## src/design/apmc_defines.vh

```
// constants for the power and miscellaneous command decoder
`ifndef APMC_DEFINES_VH
`define APMC_DEFINES_VH
// register byte offsets
`define APMC_OFF_FEAT      12'h000
`define APMC_OFF_SECCNT    12'h004
`define APMC_OFF_SECNUM    12'h008
`define APMC_OFF_CYLLO     12'h00c
`define APMC_OFF_CYLHI     12'h010
`define APMC_OFF_DRVHD     12'h014
`define APMC_OFF_CMD       12'h018
`define APMC_OFF_STATUS    12'h01c
`define APMC_OFF_ERROR     12'h020
`define APMC_OFF_MULT      12'h024
`define APMC_OFF_TIMER     12'h028
`define APMC_OFF_BUFWIN    12'h02c
`define APMC_OFF_IDW82     12'h030
`define APMC_OFF_IRQ       12'h034
// command codes
`define APMC_CMD_SETMULT   8'hc6
`define APMC_CMD_SLEEP_A   8'he6
`define APMC_CMD_SLEEP_B   8'h99
`define APMC_CMD_STBY_A    8'h96
`define APMC_CMD_STBY_B    8'he2
`define APMC_CMD_STBYI_A   8'h94
`define APMC_CMD_STBYI_B   8'he0
`define APMC_CMD_SMART     8'hb0
`define APMC_CMD_XLATE     8'h87
`define APMC_CMD_WRBUF     8'he8
// smart signature
`define APMC_SMART_CYLHI   8'hc2
`define APMC_SMART_CYLLO   8'h4f
`define APMC_SMART_DRVHD   3'h7
// status and error bits
`define APMC_ST_BUSY       7
`define APMC_ST_READY      6
`define APMC_ST_ERR        0
`define APMC_ST_DRQ        3
`define APMC_ER_ABORT      2
// supported block size limit
`define APMC_MAX_MULT      8'h10
// sector buffer: 512 bytes as 128 words
`define APMC_BUF_WORDS     8'h80
// sleep timer: 5 ms at 50 ns clock
`define APMC_SLEEP_MS      5
`define APMC_CLK_NS        50
// sized to the timer width; equals 5 ms divided by the 50 ns period
`define APMC_SLEEP_CYC     24'd100000
`endif

```

## src/design/apmc_idle_timer.v

```verilog
// idle timer that requests sleep after a quiet period
`timescale 1ns/1ns
`default_nettype none
module apmc_idle_timer #(
   parameter [23:0] PERIOD = 24'd100000
) (
   // clock and reset
   input  wire        pclk,
   input  wire        presetn,
   // control
   input  wire        restart,
   input  wire        enable,
   // result
   output reg         expired
);
   reg [23:0] cnt_r;
   always @(posedge pclk or negedge presetn) begin
      if (!presetn) begin
         cnt_r   <= 24'h000000;
         expired <= 1'b0;
      end else if (restart || !enable) begin
         cnt_r   <= 24'h000000;
         expired <= 1'b0;
      end else if (cnt_r == PERIOD - 24'd1) begin
         expired <= 1'b1;
      end else begin
         cnt_r <= cnt_r + 24'd1;
      end
   end
endmodule
`default_nettype wire

```

## src/design/apmc_core.v

```verilog
// apb task-file command decoder for power and miscellaneous commands
//
// Function
// - Writing the set-multiple code raises busy and checks the sector count.
// - A supported nonzero block size is stored and enables multiple transfers.
// - An unsupported block size posts abort and disables multiple transfers.
// - A zero block size leaves multiple transfers disabled.
// - Multiple transfers are disabled after reset.
// - Either sleep code raises busy, enters sleep, drops busy and interrupts.
// - Any further command written wakes the device from sleep.
// - An idle timer of five milliseconds puts the device to sleep by itself.
// - Identify word 82 bit zero reports smart support.
// - Either standby code sleeps, drops busy and interrupts at once.
// - Either standby-immediate code sleeps, drops busy and interrupts at once.
// - Translate-sector raises no abort and leaves multiple transfers unchanged.
// - Translate-sector returns zero in the sector count.
// - Write-buffer takes exactly one 512-byte sector like write-sectors.
`timescale 1ns/1ns
`default_nettype none
`include "apmc_defines.vh"
module apmc_core #(
   parameter [23:0] SLEEP_CYCLES = `APMC_SLEEP_CYC
) (
   // apb clock and reset
   input  wire        pclk,
   input  wire        presetn,
   // apb slave
   input  wire        psel,
   input  wire        penable,
   input  wire        pwrite,
   input  wire [11:0] paddr,
   input  wire [31:0] pwdata,
   output reg  [31:0] prdata,
   output reg         pready,
   output reg         pslverr,
   // device state
   output reg         busy_flag,
   output reg         sleep_mode,
   output reg         intrq,
   output reg         mult_en
);
   //////////////////////////////////////////////////////////////////////////
   localparam ST_IDLE = 2'd0;
   localparam ST_EXEC = 2'd1;
   localparam ST_DATA = 2'd2;

   reg  [1:0]  state_r;
   reg  [7:0]  feat_r;
   reg  [7:0]  seccnt_r;
   reg  [7:0]  secnum_r;
   reg  [7:0]  cyllo_r;
   reg  [7:0]  cylhi_r;
   reg  [7:0]  drvhd_r;
   reg  [7:0]  cmd_r;
   reg  [7:0]  err_r;
   reg         errst_r;
   reg  [7:0]  mult_r;
   reg  [7:0]  wcnt_r;
   reg  [31:0] buf_mem [0:127];
   reg  [31:0] last_wr_r;
   reg         done_r;
   reg         sleep_en_r;
   reg         smart_ok_r;
   wire        idle_exp;

   wire        acc  = psel && penable;
   wire        wr   = acc && pwrite;
   wire        rd   = acc && !pwrite;
   wire        mapped = (paddr <= `APMC_OFF_IRQ) && (paddr[1:0] == 2'b00);
   wire        cmd_wr = wr && paddr == `APMC_OFF_CMD && !busy_flag;
   wire        buf_wr = wr && paddr == `APMC_OFF_BUFWIN && state_r == ST_DATA;
   // parameter registers are frozen while busy
   wire        par_wr = wr && !busy_flag;

   //////////////////////////////////////////////////////////////////////////
   // restart on completion
   apmc_idle_timer #(
      .PERIOD  (SLEEP_CYCLES)
   ) u_timer (
      .pclk    (pclk),
      .presetn (presetn),
      .restart (done_r),
      .enable  (sleep_en_r && !sleep_mode && state_r == ST_IDLE),
      .expired (idle_exp)
   );

   //////////////////////////////////////////////////////////////////////////
   // apb slave: zero wait states, unmapped or misaligned gives pslverr
   always @(posedge pclk or negedge presetn) begin
      if (!presetn) begin
         pready  <= 1'b0;
         pslverr <= 1'b0;
         prdata  <= 32'h00000000;
      end else begin
         pready  <= psel && !penable;
         pslverr <= psel && !penable && !mapped;
         prdata  <= 32'h00000000;
         if (psel && !penable && !pwrite) begin
            case (paddr)
               `APMC_OFF_FEAT:   prdata <= {24'h000000, feat_r};
               `APMC_OFF_SECCNT: prdata <= {24'h000000, seccnt_r};
               `APMC_OFF_SECNUM: prdata <= {24'h000000, secnum_r};
               `APMC_OFF_CYLLO:  prdata <= {24'h000000, cyllo_r};
               `APMC_OFF_CYLHI:  prdata <= {24'h000000, cylhi_r};
               `APMC_OFF_DRVHD:  prdata <= {24'h000000, drvhd_r};
               `APMC_OFF_CMD:    prdata <= {24'h000000, cmd_r};
               `APMC_OFF_STATUS: prdata <= {24'h000000, busy_flag, !busy_flag, 2'b00,
                                            state_r == ST_DATA, 2'b00, errst_r};
               `APMC_OFF_ERROR:  prdata <= {24'h000000, err_r};
               `APMC_OFF_MULT:   prdata <= {23'h000000, mult_en, mult_r};
               `APMC_OFF_TIMER:  prdata <= {30'h00000000, sleep_mode, sleep_en_r};
               `APMC_OFF_BUFWIN: prdata <= last_wr_r;
               `APMC_OFF_IDW82:  prdata <= {31'h00000000, 1'b1};
               `APMC_OFF_IRQ:    prdata <= {30'h00000000, smart_ok_r, intrq};
               default:          prdata <= 32'h00000000;
            endcase
         end
      end
   end

   //////////////////////////////////////////////////////////////////////////
   // task-file registers and command execution
   always @(posedge pclk or negedge presetn) begin
      if (!presetn) begin
         state_r    <= ST_IDLE;
         feat_r     <= 8'h00;
         seccnt_r   <= 8'h00;
         secnum_r   <= 8'h00;
         cyllo_r    <= 8'h00;
         cylhi_r    <= 8'h00;
         drvhd_r    <= 8'h00;
         cmd_r      <= 8'h00;
         err_r      <= 8'h00;
         errst_r    <= 1'b0;
         mult_r     <= 8'h00;
         mult_en    <= 1'b0;
         busy_flag  <= 1'b0;
         sleep_mode <= 1'b0;
         intrq      <= 1'b0;
         wcnt_r     <= 8'h00;
         last_wr_r  <= 32'h00000000;
         done_r     <= 1'b0;
         sleep_en_r <= 1'b1;
         smart_ok_r <= 1'b0;
      end else begin
         done_r <= 1'b0;
         if (par_wr) begin
            case (paddr)
               `APMC_OFF_FEAT:   feat_r   <= pwdata[7:0];
               `APMC_OFF_SECCNT: seccnt_r <= pwdata[7:0];
               `APMC_OFF_SECNUM: secnum_r <= pwdata[7:0];
               `APMC_OFF_CYLLO:  cyllo_r  <= pwdata[7:0];
               `APMC_OFF_CYLHI:  cylhi_r  <= pwdata[7:0];
               `APMC_OFF_DRVHD:  drvhd_r  <= pwdata[7:0];
               `APMC_OFF_TIMER:  sleep_en_r <= pwdata[0];
               default:          ;
            endcase
         end
         // reading the status register acknowledges the interrupt
         if (rd && paddr == `APMC_OFF_STATUS)
            intrq <= 1'b0;
         if (idle_exp && state_r == ST_IDLE)
            sleep_mode <= 1'b1;
         if (buf_wr) begin
            buf_mem[wcnt_r[6:0]] <= pwdata;
            last_wr_r <= pwdata;
         end
         case (state_r)
            ST_IDLE: begin
               if (cmd_wr) begin
                  cmd_r     <= pwdata[7:0];
                  busy_flag <= 1'b1;
                  intrq     <= 1'b0;
                  err_r     <= 8'h00;
                  errst_r   <= 1'b0;
                  sleep_mode <= 1'b0;
                  state_r   <= ST_EXEC;
               end
            end
            ST_EXEC: begin
               busy_flag <= 1'b0;
               intrq     <= 1'b1;
               done_r    <= 1'b1;
               state_r   <= ST_IDLE;
               case (cmd_r)
                  `APMC_CMD_SETMULT: begin
                     if (seccnt_r == 8'h00) begin
                        mult_en <= 1'b0;
                     end else if (seccnt_r <= `APMC_MAX_MULT &&
                                  (seccnt_r & (seccnt_r - 8'h01)) == 8'h00) begin
                        mult_r  <= seccnt_r;
                        mult_en <= 1'b1;
                     end else begin
                        mult_en <= 1'b0;
                        err_r[`APMC_ER_ABORT] <= 1'b1;
                        errst_r <= 1'b1;
                     end
                  end
                  `APMC_CMD_SLEEP_A, `APMC_CMD_SLEEP_B,
                  `APMC_CMD_STBY_A, `APMC_CMD_STBY_B,
                  `APMC_CMD_STBYI_A, `APMC_CMD_STBYI_B:
                     sleep_mode <= 1'b1;
                  `APMC_CMD_SMART: begin
                     smart_ok_r <= cylhi_r == `APMC_SMART_CYLHI &&
                                   cyllo_r == `APMC_SMART_CYLLO &&
                                   drvhd_r[7:5] == `APMC_SMART_DRVHD;
                     if (!(cylhi_r == `APMC_SMART_CYLHI &&
                           cyllo_r == `APMC_SMART_CYLLO)) begin
                        err_r[`APMC_ER_ABORT] <= 1'b1;
                        errst_r <= 1'b1;
                     end
                  end
                  `APMC_CMD_XLATE:
                     seccnt_r <= 8'h00;
                  // enter data phase for one sector
                  `APMC_CMD_WRBUF: begin
                     busy_flag <= 1'b0;
                     intrq     <= 1'b0;
                     done_r    <= 1'b0;
                     wcnt_r    <= 8'h00;
                     state_r   <= ST_DATA;
                  end
                  default: begin
                     err_r[`APMC_ER_ABORT] <= 1'b1;
                     errst_r <= 1'b1;
                  end
               endcase
            end
            ST_DATA: begin
               if (buf_wr) begin
                  if (wcnt_r == `APMC_BUF_WORDS - 8'h01) begin
                     intrq   <= 1'b1;
                     done_r  <= 1'b1;
                     state_r <= ST_IDLE;
                  end
                  wcnt_r <= wcnt_r + 8'h01;
               end
            end
            default: state_r <= ST_IDLE;
         endcase
      end
   end
endmodule
`default_nettype wire

```

## config.mk

```make
export PLATFORM = sky130hd
export DESIGN_NAME = apmc_core
export DESIGN_NICKNAME = d
export VERILOG_FILES = /design/src/design/apmc_idle_timer.v /design/src/design/apmc_core.v
export VERILOG_INCLUDE_DIRS = /design/src /design/src/design
export SDC_FILE = /design/constraint.sdc
export NUM_CORES = 1
export LEC_CHECK = 0
export ABC_CLOCK_PERIOD_IN_PS = 5300
export CAP_MARGIN = 20
export CORE_MARGIN = 5
export CORE_UTILIZATION = 35
export CTS_CLUSTER_DIAMETER = 40
export CTS_CLUSTER_SIZE = 40
export DETAILED_ROUTE_END_ITERATION = 8
export DONT_BUFFER_PORTS = 1
export GPL_ROUTABILITY_DRIVEN = 1
export PLACE_DENSITY = 0.53
export SYNTH_ARGS = -nofsm -noshare
export SYNTH_HDL_FRONTEND = slang
export SYNTH_SLANG_ARGS = --single-unit
```

## constraint.sdc

```tcl
create_clock -name pclk -period 5.3 [get_ports pclk]
set_clock_uncertainty 0.05 [all_clocks]
set_input_delay 0.265 -clock pclk [delete_from_list [all_inputs] [get_ports pclk]]
set_output_delay 0.265 -clock pclk [all_outputs]
set_load 0.02 [all_outputs]
```

==> flow_metrics.py, run 1 <==
metrics = {
    "status": {
        "status": "finished clean",
    },
    "cells_and_area": {
        "multiInputGateArea_um2": 3570,
        "seq_area_um2": 4330,
        "syn_to_final_growth_pct": 14.2,
        "drive_gt1_frac": 0.186,
        "nFillCells": 2148,
        "utilization": 0.408,
        "final_nets": 785,
    },
    "worst_setup_path": {
        "crit_family": "simple AND/OR/NAND/NOR gates",
        "reg2reg_to": "wcnt_r[6]",
        "rrSetupSlack_ps": 2480,
        "cp.buffers_inverters": 0,
        "max_stage_delay_ps": 590,
        "crit_slowest_cell": "or4bb_1",
        "cp.required_ps": 5600,
        "arrival_ps": 3120,
        "reg2regPathDepth": 5,
        "crit_chain": "or4bb_1 -> o41ai_2 -> or3b_1 -> or3_1 -> a21oi_1",
        "startpoint_type": "register",
        "worstSetupPathType": "register to register",
        "reg2reg_from": "cmd_r[0]",
        "path_max_fanout": 10,
        "end_kind": "register",
    },
    "synthesis": {
        "ys_types": 67,
        "synth_compound_area_frac": 0.0846,
        "synth-simple-area-share": 0.175,
        "synth_area_leader_cell": "dfrtp_1",
        "async_reset_ff_frac": 1.00,
        "mappedNetlistArea_um2": 8110,
        "yosysWarnings": 0,
        "synth_fa_ha_area_frac": 0.0105,
        "syn_area_per_cell_um2": 11.5,
        "synth-main-ff-cell": "dfrtp_1",
        "synthTopCellsByArea": "dfrtp_1 (53%), mux2_2 (12%), o21ai_0 (2.3%)",
        "synth_top_family_by_area": "simple AND/OR/NAND/NOR gates",
        "yosysTopAreaCellShare": 0.531,
        "synth_nets": 763,
        "yosysMostFrequentCell": "dfrtp_1",
        "synthMuxAreaShare": 0.150,
        "syn_inst": 708,
        "synth_edf_count": 0,
        "ys_ff_latch": 173,
        "synth_seq_area_share": 0.534,
        "synth-xor-area-share": 0.0194,
        "ys_top_cells_by_count": "dfrtp_1 (172), mux2_2 (88), nand2_1 (45)",
    },
    "grt": {
        "track_usage": 0.166,
        "grt_pass1_wl_um": 33800,
        "grt_pass1_vias": 5835,
        "grt_max_degree": 174,
        "grt_overflow": 0,
        "antenna_found_initial": 1,
    },
    "cts": {
        "clock_sinks": 173,
        "cts_buffer_depth": 2,
        "cts_tree": "built",
        "cts_root_buf": "clkbuf_16",
        "postCtsHoldBufs": 36,
        "cts-htree-levels": 4,
        "worstSkewPairLatency_ps": 420,
        "cts.clk_slew.worst_paths_ps": 70,
        "cts_resized": 0,
        "cts_setup_buffers": 0,
        "cts_made_buffers": 17,
    },
    "floorplanning": {
        "io_pins": 87,
        "fp.dieW_um": 162,
        "die-area_um2": 26300,
        "core_region_area_um2": 22700,
        "fp-row-count": 55,
        "die_h_um": 162,
        "start_util": 0.357,
    },
    "detailed_routing": {
        "wire_per_inst_um": 20.6,
        "vias_per_cell": 5.60,
        "vias": 5758,
        "routed_wl_um": 21200,
        "ant_nets": 0,
        "drcViolationCount": 0,
        "drt-initial-drc-count": 492,
        "drtPass1Iterations": 5,
    },
    "sta": {
        "slew_headroom": 0.325,
        "setup_viol": 0,
        "period_needed_ps": 2820,
        "hold_viol": 0,
        "slew_viol_final": 0,
        "worst_pin_slew_ps": 1010,
        "fin_tns_setup_ps": 0,
        "rsz0062_at_grt": "false",
        "whs_ps": 30.4,
        "fmax_mhz": 354,
        "finalCritPeriodShare": 0.533,
    },
    "hold_path": {
        "min-delay-path-class": "input port to register",
        "whs_path_depth": 2,
        "whs_endpoint": "pslverr",
        "min_from": "paddr[3]",
    },
    "power": {
        "clockPowerShare": 0.435,
        "leakagePower_uw": 0.00402,
        "p_comb_frac": 0.067,
        "p_switching_uw": 720,
        "ir_worst_vdd_mv": 0.145,
        "p_per_area_nw_per_um2": 296,
        "internal_power_uw": 2020,
        "seq_power_share": 0.498,
        "netSwitchingFraction": 0.262,
    },
    "place": {
        "dp_hpwl_um": 14700,
        "place_congestion": 0.860,
        "portBuffers": 0,
    },
    "run": {
        "maxCapViolations": 0,
    },
}
[layout make-up]
type	count	area share
clock buffers	18	0.0464
well taps	285	0.0385
inverters	10	0.00406
diodes	1	0.000270
repair buffers	38	0.0437
flip-flops and latches	173	0.468
multi-input cells	490	0.386
clock inverters	14	0.0138
[flip-flops by register name (all words and copies together) (netlist names), 8 cells and up]
| register | flops |
|---|---|
| last_wr_r | 32 |
| prdata | 32 |
| u_timer.cnt_r | 24 |
| cmd_r | 8 |
| cylhi_r | 8 |
| cyllo_r | 8 |
| drvhd_r | 8 |
| feat_r | 8 |
| mult_r | 8 |
| seccnt_r | 8 |
| secnum_r | 8 |
| wcnt_r | 8 |
[routing by layer]
layer	wire [um]	vias to the layer above	GRT usage
li1	-	2640	-
met1	9530	2917	0.223
met2	9880	173	0.262
met3	1300	28	0.0411
met4	493	0	0.0573
met5	0	-	0
[through the flow]
| step | power [uW] | setup WS (ps) | instances | instance area, um^2 |
|---|---|---|---|---|
| 3_5_place_dp | 1520 | 2350 | 958 | 8290 |
| 3_3_place_gp | 1510 | 2340 | 958 | 8290 |
| 5_1_grt | 2860 | 2300 | 1029 | 9260 |
| 4_1_cts | 2780 | 2480 | 1026 | 9230 |
| 6_report | 2740 | 2480 | 1029 | 9260 |
| 2_1_floorplan | 1480 | 2740 | 708 | 8110 |
[cell usage in the layout (no fill, tap or decap), types with 10 or more instances in the layout]
cell type / count
a21oi_1: 31
and2_1: 27
clkbuf_16: 17
dfrtp_1: 172
dlygate4sd3_1: 35
inv_1: 10
mux2_2: 88
nand2_1: 45
nand3_1: 24
nand4_1: 18
nor2_1: 40
nor2b_1: 11
nor3_1: 12
nor4_1: 21
o21ai_0: 37
or3_1: 12
xnor2_1: 13
[how the worst max path moves through the flow]
stage / start / end / depth (start not counted)
CTS: cmd_r[0] / wcnt_r[6] / 5
finish: cmd_r[0] / wcnt_r[6] / 5
floorplan: cmd_r[0] / wcnt_r[3] / 7
detailed placement: paddr[7] / wcnt_r[1] / 5
global route: cmd_r[0] / wcnt_r[6] / 5
global placement: paddr[7] / wcnt_r[1] / 5
[worst register-to-register path, delay by kind of cell (launching register included)]
family	cells	cell delay, ps
AO/OA/AOI/OAI	2	720
flip-flops	1	460
AND/OR/NAND/NOR	3	1530
[cells by family after synthesis]
kind of cell             after synthesis
adder cells (fa/ha/maj)                7
buffers and inverters                 45
multiplexers                         102
flip-flops                           173
XOR/XNOR                              18
AND/OR/NAND/NOR                      253
AO/OA/AOI/OAI                        110
[power groups by stage]
stage	combinational, uW	sequential (uW)	clock [uW]
2_1_floorplan	102	1380	0
3_3_place_gp	122	1390	0
3_5_place_dp	126	1390	0
4_1_cts	187	1370	1220
5_1_grt	205	1370	1280
6_report	185	1370	1190
(Power assumes the default switching activity.)
==> run 2: changes to the inputs <==
--- a/config.mk
+++ b/config.mk
@@ -6,7 +6,7 @@
 export SDC_FILE = /design/constraint.sdc
 export NUM_CORES = 1
 export LEC_CHECK = 0
-export ABC_CLOCK_PERIOD_IN_PS = 5300
+export ABC_CLOCK_PERIOD_IN_PS = 2400
 export CAP_MARGIN = 20
 export CORE_MARGIN = 5
 export CORE_UTILIZATION = 35
@@ -15,7 +15,7 @@
 export DETAILED_ROUTE_END_ITERATION = 8
 export DONT_BUFFER_PORTS = 1
 export GPL_ROUTABILITY_DRIVEN = 1
-export PLACE_DENSITY = 0.53
+export PLACE_DENSITY = 0.55
 export SYNTH_ARGS = -nofsm -noshare
 export SYNTH_HDL_FRONTEND = slang
 export SYNTH_SLANG_ARGS = --single-unit
==> constraint.sdc (replaced) <==
create_clock -name pclk -period 2.4 [get_ports pclk]
set_clock_uncertainty 0.05 [all_clocks]
set_input_delay 0.12 -clock pclk [delete_from_list [all_inputs] [get_ports pclk]]
set_output_delay 0.12 -clock pclk [all_outputs]
set_load 0.02 [all_outputs]
==> run 2 against run 1 <==
Net effect:
- the flow now finishes with violations (negative hold slack)
- design area grew 4.5%
- sequential cell count is the same
- worst setup slack lost 2400 ps
- combinational power grew 140%
- critical endpoint unchanged
- routed wire length grew 3.3%
- worst hold slack lost 690 ps
- clock power grew to 2.5 times the previous value
- first-iteration DRC count shrank 18%
- via count grew 3.8%
- global-route usage grew 0.56 points
==> flow_metrics.py, run 2 (synthesis results as in run 1) <==
metrics = {
    "grt": {
        "grt_overflow": 0,
        "grt_pass1_vias": 6124,
        "track_usage": 0.171,
        "grt_max_degree": 174,
        "antenna_found_initial": 1,
        "grt_pass1_wl_um": 35200,
    },
    "place": {
        "placedInstanceArea_um2": 8590,
        "portBuffers": 0,
        "place_congestion": 0.906,
        "dp_hpwl_um": 15300,
        "place_ws_ps": -9.00,
    },
    "worst_setup_path": {
        "startpoint_type": "register",
        "max_stage_delay_ps": 570,
        "cp.required_ps": 2700,
        "crit_chain": "or4bb_4 -> o41ai_4 -> or3b_4 -> or3_1 -> a21oi_2",
        "worstSetupPathType": "register to register",
        "path_max_fanout": 5,
        "rrSetupSlack_ps": 50,
        "arrival_ps": 2650,
        "crit_slowest_cell": "or4bb_4",
        "end_kind": "register",
    },
    "run": {
        "maxCapViolations": 0,
    },
    "detailed_routing": {
        "drcViolationCount": 0,
        "wire_per_inst_um": 20.5,
        "ant_nets": 0,
        "routed_wl_um": 21900,
        "drt-initial-drc-count": 403,
        "drtPass1Iterations": 5,
        "vias": 5978,
        "vias_per_cell": 5.58,
    },
    "cts": {
        "cts_root_buf": "clkbuf_16",
        "cts.clk_slew.worst_paths_ps": 70,
        "postCtsHoldBufs": 41,
        "worstSkewPairLatency_ps": 420,
        "cts_buffer_depth": 2,
        "clock_sinks": 173,
        "cts_made_buffers": 17,
        "cts_tree": "built",
        "cts-htree-levels": 4,
    },
    "cells_and_area": {
        "utilization": 0.426,
        "syn_to_final_growth_pct": 19.3,
        "final_nets": 827,
        "drive_gt1_frac": 0.228,
        "nFillCells": 2129,
        "final_cell_area_um2": 9670,
        "largestRegisters": "last_wr_r (32), prdata (32), u_timer.cnt_r (24)",
        "final_cell_mix": "dfrtp_1 (172), mux2_2 (88), nand2_1 (45), dlygate4sd3_1 (41), nor2_1 (40)",
        "final_common_cell": "dfrtp_1",
    },
    "sta": {
        "worst_slack_ps": 48.7,
        "whs_ps": -661,
        "period_needed_ps": 2350,
        "slew_viol_final": 0,
        "finalCritPeriodShare": 0.980,
        "slew_headroom": 0.638,
        "worst_pin_slew_ps": 538,
        "fmax_mhz": 425,
        "fin_tns_setup_ps": 0,
        "setup_viol": 0,
        "hold_viol": 173,
    },
    "hold_path": {
        "min-delay-path-class": "input port to async pin",
    },
    "power": {
        "leakagePower_uw": 0.00426,
        "p_per_area_nw_per_um2": 666,
        "ir_worst_vdd_mv": 0.430,
    },
    "floorplanning": {
        "die-area_um2": 26300,
        "fp.dieW_um": 162,
        "io_pins": 87,
        "start_util": 0.357,
        "fp-row-count": 55,
        "die_h_um": 162,
        "core_region_area_um2": 22700,
    },
    "status": {
        "status": "finished, violations left",
        "violations": "negative hold slack",
    },
}
-- run 2: changes by cell type in the layout (fill, tap and decap cells not counted), sizes merged --
| cell | previous run | this run |
|---|---|---|
| buf | 3 | 38 |
| dlygate4sd3 | 35 | 41 |
| bufinv | 0 | 4 |
| inv | 17 | 15 |
| clkinv | 5 | 3 |
| or3b | 2 | 3 |
-- run 2: path summary, 6_finish.rpt --
path                                from          end  cells after the start
min in group pclk              paddr[11]    prdata[3]                      4
hold reg to reg            last_wr_r[26]   prdata[26]                      1
max in group asynchronous        presetn   sleep_en_r                      0
setup / recovery                cmd_r[4]    wcnt_r[6]                      5
hold / removal                   presetn  secnum_r[4]                      0
setup reg to reg                cmd_r[4]    wcnt_r[6]                      5
-- run 2: cell type report --
type / count / area, um^2 / share of cell area
clock buffers: 18 / 439 / 0.0454
diodes: 1 / 2.50 / 0.000259
clock inverters: 14 / 206 / 0.0213
well taps: 285 / 357 / 0.0369
multi-input cells: 491 / 3600 / 0.373
flip-flops and latches: 173 / 4330 / 0.448
inverters: 10 / 37.5 / 0.00388
repair buffers: 79 / 696 / 0.0719
-- run 2: what timing repair did --
item                       4_1_cts  5_1_grt
setup endpoints to repair        1        7
gates resized for setup          1        3
buffers inserted                 0        1
hold endpoints to repair       266      173
gates cloned                     0        1
-- run 2: stage by stage --
step,instances,total power (uW)
global route,1070,6660
floorplan,708,3280
global placement,995,3400
CTS,1068,6510
finish,1071,6440
detailed placement,995,3410
-- run 2: per-layer routing --
layer,vias to the layer above,share of wire,track usage
met5,-,0,0
met4,0,0.027,0.0588
met3,37,0.050,0.0388
met2,178,0.49,0.279
met1,3034,0.43,0.226
li1,2729,-,-
-- run 2: critical path, delay by kind of cell, from the launching register on --
kind               cells  cell delay [ps]
AOI/OAI and AO/OA      2              450
DFF                    1              380
and+or+nand+nor        3             1400
-- run 2: power by group --
group          internal [uW]  switching [uW]
Clock                   1800            1210
Combinational            203             246
Sequential              2950            39.7
==> run 3: changes to the inputs <==
--- a/config.mk
+++ b/config.mk
@@ -8,6 +8,7 @@
 export LEC_CHECK = 0
 export ABC_CLOCK_PERIOD_IN_PS = 2400
 export CAP_MARGIN = 20
+export CORE_ASPECT_RATIO = 1.75
 export CORE_MARGIN = 5
 export CORE_UTILIZATION = 35
 export CTS_CLUSTER_DIAMETER = 40
==> run 3 against run 2 <==
Net effect:
- the flow still finishes with violations (negative hold slack)
- global-route usage increased by 0.92 points
- sequential cell count is the same
- critical endpoint is now wcnt_r[3]
- maximum frequency decreased by 1.1%
- sequential share of layout area barely moved
- largest cell class unchanged
==> flow_metrics.py, run 3 (synthesis results as in run 1) <==
metrics = {
    "cells_and_area": {
        "final_common_cell": "dfrtp_1",
        "largestRegisters": "last_wr_r (32), prdata (32), u_timer.cnt_r (24)",
        "final_cell_mix": "dfrtp_1 (172), mux2_2 (88), nand2_1 (45)",
        "final_nets": 828,
        "nFillCells": 2152,
        "n_antenna_cell": 0,
        "fin_cells": 1086,
        "syn_to_final_growth_pct": 19.3,
        "drive_gt1_frac": 0.233,
    },
    "floorplanning": {
        "start_util": 0.356,
        "core_region_area_um2": 22700,
        "die-area_um2": 26400,
        "fp-row-count": 73,
        "fp.dieW_um": 125,
        "io_pins": 87,
        "die_h_um": 211,
    },
    "place": {
        "dp_hpwl_um": 17000,
        "dp_cells": 1013,
        "place_congestion": 0.959,
        "portBuffers": 0,
    },
    "cts": {
        "cts_buffer_depth": 2,
        "cts_made_buffers": 17,
        "cts_root_buf": "clkbuf_16",
        "cts.clk_slew.worst_paths_ps": 70,
        "cts_tree": "built",
        "worstSkewPairLatency_ps": 440,
        "clock_sinks": 173,
        "cts-htree-levels": 4,
        "postCtsHoldBufs": 40,
    },
    "grt": {
        "grt_pass1_vias": 6307,
        "antenna_found_initial": 1,
        "grt_overflow": 0,
        "grt_pass1_wl_um": 36800,
        "grt_max_degree": 174,
        "track_usage": 0.180,
    },
    "worst_setup_path": {
        "worstSetupPathType": "register to register",
        "reg2reg_from": "cmd_r[4]",
        "end_kind": "register",
        "arrival_ps": 2680,
        "rrSetupSlack_ps": 20,
        "cp.required_ps": 2710,
        "path_max_fanout": 9,
        "crit_chain": "or4bb_4 -> o41ai_4 -> or3b_4 -> or3_1 -> a21oi_1",
        "max_stage_delay_ps": 570,
        "startpoint": "cmd_r[4]",
        "startpoint_type": "register",
        "crit_slowest_cell": "or4bb_4",
    },
    "sta": {
        "finalCritPeriodShare": 0.990,
        "hold_viol": 173,
        "fmax_mhz": 421,
        "slew_headroom": 0.613,
        "setup_viol": 0,
        "worst_pin_slew_ps": 579,
        "fin_tns_setup_ps": 0,
        "rsz0062_at_grt": "true",
        "slew_viol_final": 0,
        "period_needed_ps": 2380,
        "whs_ps": -661,
    },
    "detailed_routing": {
        "vias_per_cell": 5.53,
        "drcViolationCount": 0,
        "drt-initial-drc-count": 557,
        "wire_per_inst_um": 21.8,
        "vias": 6002,
        "ant_nets": 0,
        "drtPass1Iterations": 5,
        "routed_wl_um": 23700,
    },
    "power": {
        "p_per_area_nw_per_um2": 650,
        "ir_worst_vdd_mv": 0.391,
        "leakagePower_uw": 0.00426,
    },
    "run": {
        "maxCapViolations": 0,
    },
    "status": {
        "status": "finished, violations left",
        "violations": "negative hold slack",
    },
    "hold_path": {
        "min-delay-path-class": "input port to async pin",
    },
}
==> run 3: cell count changes in the layout (fill, tap and decap cells not counted), moves of 2 or more <==
cell / previous run / this run
clkinv_8: 0 / 2
inv_8: 2 / 4
buf_4: 38 / 40
bufinv_16: 4 / 1
==> run 3: worst max-delay path, delay by kind of cell, from the launching register on <==
kind / cells / cell delay (ps)
and+or+nand+nor: 3 / 1430
DFF: 1 / 380
AOI/OAI and AO/OA: 2 / 440
==> run 3: cell type report <==
| class | count | area, um^2 | area share |
|---|---|---|---|
| sequential | 173 | 4330 | 0.448 |
| multi-input combinational | 490 | 3600 | 0.372 |
| timing repair buffer | 81 | 721 | 0.0745 |
| clock buffer | 18 | 439 | 0.0454 |
| tap | 300 | 375 | 0.0388 |
| clock inverter | 14 | 166 | 0.0172 |
| inverter | 10 | 37.5 | 0.00388 |
==> run 3: what timing repair did <==
item,4_1_cts,5_1_grt
setup endpoints to repair,3,9
endpoints found under the hold margin,266,173
buffers inserted,0,1
resized for setup,1,4
==> run 3: path summary, 6_finish.rpt <==
check / end / depth (start not counted)
worst max register to register: wcnt_r[3] / 5
min in group pclk: prdata[1] / 3
max in group asynchronous: sleep_en_r / 0
worst min register to register: prdata[9] / 1
worst min-delay path: u_timer.cnt_r[5] / 0
worst max-delay path: wcnt_r[3] / 5
==> run 3: stage by stage <==
stage | instance area [um^2] | hold slack, ps | worst slack [ps] | utilization | power [uW]
3_5_place_dp | 8640 | -210 | -58.7 | 0.380 | 3430
6_report | 9670 | -661 | 23.5 | 0.425 | 6290
3_3_place_gp | 8640 | -210 | -3.19 | 0.380 | 3420
5_1_grt | 9670 | -675 | -22.3 | 0.425 | 6480
4_1_cts | 9650 | -682 | 19.7 | 0.424 | 6340
2_1_floorplan | 8140 | -226 | 1.13 | - | 3280
==> run 3: per-layer routing <==
metal | wire length, um | global-route usage | share of wire
met5 | 13 | 0 | 0.00055
met4 | 1200 | 0.105 | 0.051
met3 | 1170 | 0.0369 | 0.049
met2 | 12300 | 0.318 | 0.52
met1 | 8980 | 0.201 | 0.38
==> run 3: power by group <==
group | internal [uW] | leakage, uW | switching [uW]
logic | 203 | 0.00157 | 258
clock network | 1520 | 0.000291 | 1320
registers | 2950 | 0.00240 | 43.1
